[config.mk]
export PLATFORM = sky130hd
export DESIGN_NAME = kpi_keyboard_pin_interrupt
export DESIGN_NICKNAME = d
export VERILOG_FILES = /design/src/kpi_pkg.sv /design/src/kpi_keyboard_pin_interrupt.sv
export SDC_FILE = /design/constraint.sdc
export NUM_CORES = 1
export LEC_CHECK = 0
export CORE_MARGIN = 2
export CORE_UTILIZATION = 48
export DETAILED_ROUTE_END_ITERATION = 10
export DONT_BUFFER_PORTS = 1
export PLACE_DENSITY = 0.65
export SLEW_MARGIN = 0
export SYNTH_ARGS = -nofsm -noshare
export SYNTH_HDL_FRONTEND = slang
export SYNTH_SLANG_ARGS = --single-unit
[constraint.sdc]
create_clock -name clk_sys -period 1.8 [get_ports clk_sys]
set_clock_uncertainty 0.05 [all_clocks]
set_input_delay 0.27 -clock clk_sys [delete_from_list [all_inputs] [get_ports clk_sys]]
set_output_delay 0.27 -clock clk_sys [all_outputs]
set_load 0.02 [all_outputs]
[src/kpi_pkg.sv]
// kpi_pkg: constants and carrier types for the keyboard pin interrupt unit
// assumes a 32-bit ahb-lite slave with word-aligned registers
package kpi_pkg;
  localparam int KPI_PINS = 8;
  // register byte addresses
  localparam logic [7:0] KPI_ADDR_STATUS_CONTROL = 8'h00;
  localparam logic [7:0] KPI_ADDR_PIN_ENABLE = 8'h04;
  localparam logic [7:0] KPI_ADDR_PORT_CONTROL = 8'h08;
  localparam logic [7:0] KPI_ADDR_EVENT_STATUS = 8'h0C;
  localparam logic [7:0] KPI_ADDR_EVENT_MASK = 8'h10;
  // status/control field positions
  localparam int KPI_BIT_MODE = 0;
  localparam int KPI_BIT_IE = 1;
  localparam int KPI_BIT_ACK = 2;
  localparam int KPI_BIT_FLAG = 3;
  localparam int KPI_POL_LSB = 4;
  localparam int KPI_POL_MSB = 7;
  // port control: general-purpose direction, pull enable, low-power modes
  localparam int KPI_PORT_DIR_LSB = 0;
  localparam int KPI_PORT_PULL_LSB = 8;
  localparam int KPI_BIT_WAIT = 16;
  localparam int KPI_BIT_STOP = 17;
  // event status bits
  localparam int KPI_EV_FLAG = 0;
  localparam int KPI_EV_WAKE = 1;
  localparam int KPI_EV_W = 2;
  localparam logic [7:0] KPI_BYTE_RESET = 8'h00;
  localparam logic [KPI_EV_W-1:0] KPI_EV_RESET = 2'h0;
  localparam logic [1:0] KPI_HTRANS_NONSEQ = 2'h2;
  localparam logic [2:0] KPI_HSIZE_WORD = 3'h2;

  typedef enum logic [1:0] {KPI_RUN, KPI_WAIT, KPI_STOP} kpi_power_e;

  // pad controls handed to the port
  typedef struct packed {
    logic [7:0] out_enable;
    logic [7:0] pull_enable;
    logic [7:0] pull_down;
  } kpi_pad_s;
endpackage : kpi_pkg

[src/kpi_keyboard_pin_interrupt.sv]
// kpi_keyboard_pin_interrupt: eight-pin keyboard interrupt with ahb-lite regs
// assumes pins already synchronous to clk_sys; one clock, synchronous reset
//
// Notes on behaviour
// - each pin enable bit connects its pin to detection; zero leaves gpio.
// - enabled keyboard pins are forced to inputs whatever the direction bit.
// - pins 3..0 always detect falling edges or low levels.
// - pins 7..4 polarity bits: 0 falling/low, 1 rising/high.
// - high pins enabled with rising polarity get pulldown instead of pullup.
// - an enabled keyboard interrupt wakes the core from wait and stop.
// - read-only pending flag bit 3 sets on trigger at any enabled pin.
// - acknowledge bit 2 is write-only, reads 0, writing 1 clears flag.
// - edge-and-level mode keeps flag set while any enabled pin is asserted.
// - interrupt enable bit 1 requests interrupt while flag is set.
// - mode bit 0 selects edge-only, 1 selects edge-and-level.
// - edge found when pin sampled deasserted then asserted next cycle.
// - enabled inputs must sit deasserted before an edge can be detected.
// - in stop, edge logic bypassed; asserted enabled pins set wake at the next clk_sys edge.
`timescale 1ns/1ps
module kpi_keyboard_pin_interrupt
  import kpi_pkg::*;
(
  input wire logic clk_sys,
  input wire logic rst,
  input wire logic hsel,
  input wire logic [31:0] haddr,
  input wire logic [1:0] htrans,
  input wire logic hwrite,
  input wire logic [2:0] hsize,
  input wire logic [31:0] hwdata,
  input wire logic hready,
  output logic [31:0] hrdata,
  output logic hreadyout,
  output logic hresp,
  input wire logic [7:0] pin_in,
  output kpi_pad_s pad,
  output logic [7:0] port_a_data,
  output logic kbd_irq,
  output logic wake,
  output logic evt_irq
);
  logic [7:0] keyboard_pin_enable;
  logic [3:0] polarity_select;
  logic detection_mode;
  logic interrupt_request_enable;
  logic pending_flag;
  logic [7:0] port_a_direction;
  logic [7:0] port_pull_enable;
  kpi_power_e power;
  logic [KPI_EV_W-1:0] ev_status;
  logic [KPI_EV_W-1:0] ev_mask;
  logic [7:0] pin_prev;
  logic armed;
  logic ph_valid;
  logic ph_write;
  logic [7:0] ph_addr;
  logic wr_stb;
  logic rd_stb;
  logic [7:0] active_high;
  logic [7:0] asserted;
  logic [7:0] prev_asserted;
  logic edge_hit;
  logic level_hit;
  logic ack_wr;
  logic next_pending;
  logic [31:0] next_rdata;
  logic [7:0] next_pull_down;
  logic [7:0] next_pull_enable;

  // per-pin polarity: low four fixed falling/low, high four selectable
  assign active_high = {polarity_select, 4'h0};
  assign asserted = keyboard_pin_enable & (pin_in ~^ active_high);
  assign prev_asserted = keyboard_pin_enable & (pin_prev ~^ active_high);
  // edge: deasserted last cycle, asserted now, and edge logic armed (not in stop)
  assign edge_hit = armed && |(asserted & ~prev_asserted);
  assign level_hit = detection_mode && |asserted;
  assign ph_valid = hsel && hready && htrans[1];
  assign wr_stb = ph_valid && hwrite;
  assign rd_stb = ph_valid && !hwrite;
  assign ack_wr = ph_write && ph_addr == KPI_ADDR_STATUS_CONTROL
                  && hwdata[KPI_BIT_ACK];

  // address phase capture; zero-wait, always okay
  always_ff @(posedge clk_sys) begin
    if (rst) begin
      ph_write <= 1'b0;
      ph_addr <= KPI_BYTE_RESET;
    end else begin
      ph_write <= wr_stb;
      ph_addr <= haddr[7:0];
    end
  end

  // control register writes in the data phase
  always_ff @(posedge clk_sys) begin
    if (rst) begin
      keyboard_pin_enable <= KPI_BYTE_RESET;
      polarity_select <= KPI_BYTE_RESET[3:0];
      detection_mode <= 1'b0;
      interrupt_request_enable <= 1'b0;
      port_a_direction <= KPI_BYTE_RESET;
      port_pull_enable <= KPI_BYTE_RESET;
      ev_mask <= KPI_EV_RESET;
      power <= KPI_RUN;
    end else begin
      if (ph_write) begin
        case (ph_addr)
          KPI_ADDR_STATUS_CONTROL: begin
            polarity_select <= hwdata[KPI_POL_MSB:KPI_POL_LSB];
            interrupt_request_enable <= hwdata[KPI_BIT_IE];
            detection_mode <= hwdata[KPI_BIT_MODE];
          end
          KPI_ADDR_PIN_ENABLE: keyboard_pin_enable <= hwdata[7:0];
          KPI_ADDR_PORT_CONTROL: begin
            port_a_direction <= hwdata[KPI_PORT_DIR_LSB +: 8];
            port_pull_enable <= hwdata[KPI_PORT_PULL_LSB +: 8];
            if (hwdata[KPI_BIT_STOP]) begin
              power <= KPI_STOP;
            end else if (hwdata[KPI_BIT_WAIT]) begin
              power <= KPI_WAIT;
            end
          end
          KPI_ADDR_EVENT_MASK: ev_mask <= hwdata[KPI_EV_W-1:0];
          default: ;
        endcase
      end
      // any asserted enabled pin or pending request ends low power
      if (power != KPI_RUN && (|asserted || (pending_flag
          && interrupt_request_enable))) begin
        power <= KPI_RUN;
      end
    end
  end

  // pending flag: set wins over acknowledge, level holds it set
  always_comb begin
    next_pending = pending_flag;
    if (ack_wr) begin
      next_pending = 1'b0;
    end
    if (edge_hit || level_hit) begin
      next_pending = 1'b1;
    end
  end

  // input history keeps sampling; stop bypasses edges by clearing armed
  always_ff @(posedge clk_sys) begin
    if (rst) begin
      pending_flag <= 1'b0;
      pin_prev <= KPI_BYTE_RESET;
      armed <= 1'b0;
    end else begin
      pending_flag <= next_pending;
      pin_prev <= pin_in;
      armed <= (power != KPI_STOP);
    end
  end

  // sticky events, cleared by a read of the event status register
  always_ff @(posedge clk_sys) begin
    if (rst) begin
      ev_status <= KPI_EV_RESET;
    end else begin
      if (rd_stb && haddr[7:0] == KPI_ADDR_EVENT_STATUS) begin
        ev_status <= KPI_EV_RESET;
      end
      if (next_pending && !pending_flag) begin
        ev_status[KPI_EV_FLAG] <= 1'b1;
      end
      if (power != KPI_RUN && |asserted) begin
        ev_status[KPI_EV_WAKE] <= 1'b1;
      end
    end
  end

  // read mux; acknowledge reads as zero
  always_comb begin
    next_rdata = 32'h0000_0000;
    case (haddr[7:0])
      KPI_ADDR_STATUS_CONTROL: begin
        next_rdata[KPI_POL_MSB:KPI_POL_LSB] = polarity_select;
        next_rdata[KPI_BIT_FLAG] = next_pending;
        next_rdata[KPI_BIT_ACK] = 1'b0;
        next_rdata[KPI_BIT_IE] = interrupt_request_enable;
        next_rdata[KPI_BIT_MODE] = detection_mode;
      end
      KPI_ADDR_PIN_ENABLE: next_rdata[7:0] = keyboard_pin_enable;
      KPI_ADDR_PORT_CONTROL: begin
        next_rdata[KPI_PORT_DIR_LSB +: 8] = port_a_direction;
        next_rdata[KPI_PORT_PULL_LSB +: 8] = port_pull_enable;
        next_rdata[KPI_BIT_WAIT] = (power == KPI_WAIT);
        next_rdata[KPI_BIT_STOP] = (power == KPI_STOP);
      end
      KPI_ADDR_EVENT_STATUS: next_rdata[KPI_EV_W-1:0] = ev_status;
      KPI_ADDR_EVENT_MASK: next_rdata[KPI_EV_W-1:0] = ev_mask;
      default: next_rdata = 32'h0000_0000;
    endcase
  end

  // pull devices: pulldown on enabled high pins with rising polarity
  always_comb begin
    next_pull_down = keyboard_pin_enable & active_high;
    next_pull_enable = port_pull_enable
                       & (~port_a_direction | keyboard_pin_enable);
  end

  // registered outputs
  always_ff @(posedge clk_sys) begin
    if (rst) begin
      hrdata <= 32'h0000_0000;
      hreadyout <= 1'b1;
      hresp <= 1'b0;
      pad <= '0;
      port_a_data <= KPI_BYTE_RESET;
      kbd_irq <= 1'b0;
      wake <= 1'b0;
      evt_irq <= 1'b0;
    end else begin
      hreadyout <= 1'b1;
      hresp <= 1'b0;
      if (rd_stb) begin
        hrdata <= next_rdata;
      end
      pad.out_enable <= port_a_direction & ~keyboard_pin_enable;
      pad.pull_enable <= next_pull_enable;
      pad.pull_down <= next_pull_down;
      port_a_data <= pin_in & ~keyboard_pin_enable;
      kbd_irq <= next_pending && interrupt_request_enable;
      wake <= (power != KPI_RUN) && (|asserted
              || (next_pending && interrupt_request_enable));
      evt_irq <= |(ev_status & ev_mask);
    end
  end

  // flag follows an edge in one cycle
  property p_edge_sets;
    @(posedge clk_sys) disable iff (rst)
      edge_hit |=> pending_flag;
  endproperty
  a_edge_sets: assert property (p_edge_sets)
    else $error("edge did not set pending flag");

  property p_ack_clears;
    @(posedge clk_sys) disable iff (rst)
      (ack_wr && !edge_hit && !level_hit) |=> !pending_flag;
  endproperty
  a_ack_clears: assert property (p_ack_clears)
    else $error("acknowledge did not clear flag");

  property p_level_holds;
    @(posedge clk_sys) disable iff (rst)
      (detection_mode && |asserted) |=> pending_flag;
  endproperty
  a_level_holds: assert property (p_level_holds)
    else $error("asserted level did not hold flag");

  property p_irq;
    @(posedge clk_sys) disable iff (rst)
      ##1 kbd_irq == $past(next_pending && interrupt_request_enable);
  endproperty
  a_irq: assert property (p_irq)
    else $error("interrupt request mismatch");

  property p_edge_only;
    @(posedge clk_sys) disable iff (rst)
      (!detection_mode && !edge_hit && !pending_flag) |=> !pending_flag;
  endproperty
  a_edge_only: assert property (p_edge_only)
    else $error("flag set without edge in edge-only mode");

  property p_forced_input;
    @(posedge clk_sys) disable iff (rst)
      ##1 (pad.out_enable & $past(keyboard_pin_enable)) == 8'h00;
  endproperty
  a_forced_input: assert property (p_forced_input)
    else $error("keyboard pin driven as output");

  property p_pulldown;
    @(posedge clk_sys) disable iff (rst)
      ##1 pad.pull_down[3:0] == 4'h0;
  endproperty
  a_pulldown: assert property (p_pulldown)
    else $error("pulldown on a low-order pin");

  property p_stop_no_edge;
    @(posedge clk_sys) disable iff (rst)
      (power == KPI_STOP) ##1 (power == KPI_STOP) |-> !armed;
  endproperty
  a_stop_no_edge: assert property (p_stop_no_edge)
    else $error("edge logic active in stop");

  property p_rd_ack_zero;
    @(posedge clk_sys) disable iff (rst)
      (rd_stb && haddr[7:0] == KPI_ADDR_STATUS_CONTROL)
        |=> !hrdata[KPI_BIT_ACK];
  endproperty
  a_rd_ack_zero: assert property (p_rd_ack_zero)
    else $error("acknowledge bit read as one");
endmodule : kpi_keyboard_pin_interrupt

==> results.txt <==
outcome: finished with violations
failing checks: setup timing
worst hold start: hwdata[1]
clock share of power: 35.7%
Peak VDD IR: 429 uV
final setup margin: -0.0311 ns
Tcrit/Tclk final: 102%
Worst R2R Path Depth: 6
r2r startpoint: ph_addr[6]$_SDFF_PP0_
Post-Synthesis Cells: 426
most frequent cells in the layout: 103 x dfxtp_1, 55 x dlygate4sd3_1, 50 x nand2_1
hold slack: 0.0173 ns
Pleak: 2.01 nW
largest net degree at the start of global routing: 72
crit-path max cell delay: 0.57 ns
DIE HEIGHT: 95.4 um
post-synthesis mux area share: 6.12%
post-route ant nets: 0
first-pass GRT wire length: 15.6 mm
1st-pass router iterations: 5
Sw Pwr: 896 uW
Synth Area in Adders: 0%
Initial Utilization: 49.3%
Gate power share: 5.3%
final hold vios: 0
die width: 95.4 um
xor-xnor portion of the synthesized cell area: 0.874%
hold path endpoint: keyboard_pin_enable[1]$_SDFFE_PP0P_
Slew Limit Fails: 0
CTS sink cnt: 104
vias: 3,174
top cells by area, synth: dfxtp_1 52%, mux2i_1 5.0%, nand2_1 4.7%, nor2_1 4.4%, buf_4 4.3%
initial antenna violation count: 0
largest family of logic cells by synthesized area: simple AND/OR/NAND/NOR gates
clk_lat worst skew: 0.37 ns
drt wl/cell: 16.4 um
register area share after synthesis: 52.0%
Synth Register Bits: 104
Port-buffer cells: 0
# rows: 33
Post-Syn Area: 4010 um^2
syn avg cell area: 9.40 um^2
most common library cell in the layout ignoring fill and taps: dfxtp_1
antenna diode count: 0
Crit Reg-Reg Endpoint: ev_status[0]$_SDFFE_PP0P_
share of layout cells above drive strength 1: 10.9%
Yosys cell types: 42
critical path cell sequence: or4b_4 -> nor3_4 -> buf_6 -> a31oi_4 -> a221oi_4 -> o31ai_1
PwrDens: 800 nW/um^2
total global-route track usage: 22.7%
H-tree Lvls: 3
aggregate routed wire length: 9.85 mm
f_max: 546 MHz
fin nets: 573
critical path class: reg2reg
CTS Buffer Depth: 2
CTS tree: built
largest area contributor in the netlist: dfxtp_1
fin cells: 600
Hold WC Path Type: in2reg
Root Driver: clkbuf_8
flop2flop setup slack: -0.03 ns
Int Power: 3.11 mW
DRC errors left: 0
TNS Setup: -0.0933 ns
CTS buffer count: 9
Required @ worst endpoint: 2.00 ns
Routability Congestion: 0.828
unrepaired setup endpoints after global routing: true
DR iter-0 viols: 147
Die ar.: 9090 um^2
sw frac: 22.4%
Yosys Warn Count: 0
Util after Layout: 61.5%
crit end category: flip-flop
post-synthesis simple-gate area fraction: 21.7%
number of I/O pins: 151
Core ar.: 8130 um^2
vias in the first global route: 3,081
worst-path maximum fanout: 5
Seq pwr share: 59.0%
# setup viols final: 4
P&R area growth vs syn: 24.9%
Max-Cap Viols: 0
critical path arrival: 2.03 ns
Synth Area in Compound Gates: 11.9%
worst setup path startpoint: ph_addr[6]$_SDFF_PP0_
shortest period the worst path allows: 1.83 ns
top cell type's share of synthesized area: 52.0%
post-DP HPWL: 6.38 mm
hold depth: 2
slowest CP cell: or4b_4
grt ovf: 0
clock-pin slew on the worst setup and hold paths: 0.09 ns
Vias/cell: 5.29
Post-Place Cells: 528
Startpoint Class: flip-flop
==> flip-flops by register name, summed over array words and instances, names as in the netlist, 2 cells and up <==
register and flops:
ev_mask 2, ev_status 2, hrdata 18, keyboard_pin_enable 8
pad 20, ph_addr 8, pin_prev 8, polarity_select 4
port_a_data 8, port_a_direction 8, port_pull_enable 8, power 2
==> stage by stage <==
step | power (mW) | area (um^2) | setup slack [ns]
3_5_place_dp | 2.51 | 4140 | -0.0693
2_1_floorplan | 2.57 | 4070 | 0.0646
6_report | 4.00 | 5000 | -0.0311
4_1_cts | 4.03 | 4940 | -0.0639
5_1_grt | 4.15 | 5000 | -0.123
3_3_place_gp | 2.51 | 4140 | -0.0580
==> power groups by stage <==
| stage | Clock, mW | Combinational [mW] | Sequential [mW] |
|---|---|---|---|
| finish | 1.43 | 0.211 | 2.36 |
| global route | 1.55 | 0.230 | 2.37 |
| CTS | 1.46 | 0.206 | 2.36 |
| detailed placement | 0 | 0.102 | 2.41 |
| global placement | 0 | 0.100 | 2.41 |
| floorplan | 0 | 0.158 | 2.41 |
==> kinds of logic after synthesis <==
family | count (synthesis)
simple gates | 171
flops | 104
compound gates | 69
buf+inv | 54
mux | 22
xor+xnor | 4
other cells | 2
==> worst max-delay path by stage <==
stage | to
after global placement | wake$_SDFF_PP0_
after global routing | ev_status[0]$_SDFFE_PP0P_
after detailed placement | wake$_SDFF_PP0_
after CTS | hrdata[3]$_SDFFE_PP0P_
final | ev_status[0]$_SDFFE_PP0P_
after floorplan | power[1]$_SDFFE_PP0P_
==> synth_stat cells (all sizes together) <==
master,number
nor4,1
nor2b,26
or4b,1
nor3b,18
a211oi,6
nand4,1
nor3,4
o22ai,4
mux4,2
inv,12
a32oi,1
a22o,2
a222oi,1
nand2b,4
nand3,4
and2,2
o21ai,8
a21oi,18
a31oi,2
a21o,1
mux2i,20
dfxtp,104
or2,3
a221oi,1
clkbuf,13
a211o,1
xnor2,4
a22oi,20
and3,1
o21bai,2
nor2,47
buf,29
nand3b,8
conb,2
nand2,50
o31ai,2
or3b,1
==> critical path: cells and delay by family (launching register included) <==
family                 cells  cell delay [ns]
AOI/OAI and AO/OA          3             0.49
buffers and inverters      1             0.13
DFF                        1             0.31
and+or+nand+nor            2             0.73
==> cell type report <==
type | count | area (um^2)
clock buffers | 12 | 145
repair buffers | 78 | 795
flip-flops and latches | 104 | 2080
clock inverters | 3 | 42.5
multi-input cells | 286 | 1760
well taps | 105 | 131
fillers | 672 | 3130
inverters | 12 | 45.0
==> metal layers <==
metal	track usage (%)	up-vias	part of all wire, %
met5	0	-	0
met4	9.30	0	2.3
met3	5.85	17	7.5
met2	37.1	120	48
met1	28.5	1502	42
li1	-	1535	-
==> timing repair <==
action,CTS,global route
setup buffers,0,1
pin swaps,7,7
hold buffers,56,1
resized for setup,7,15
setup endpoints to repair,30,47
hold endpoints to repair,98,1
No activity file was read; power rests on OpenSTA's default activity.
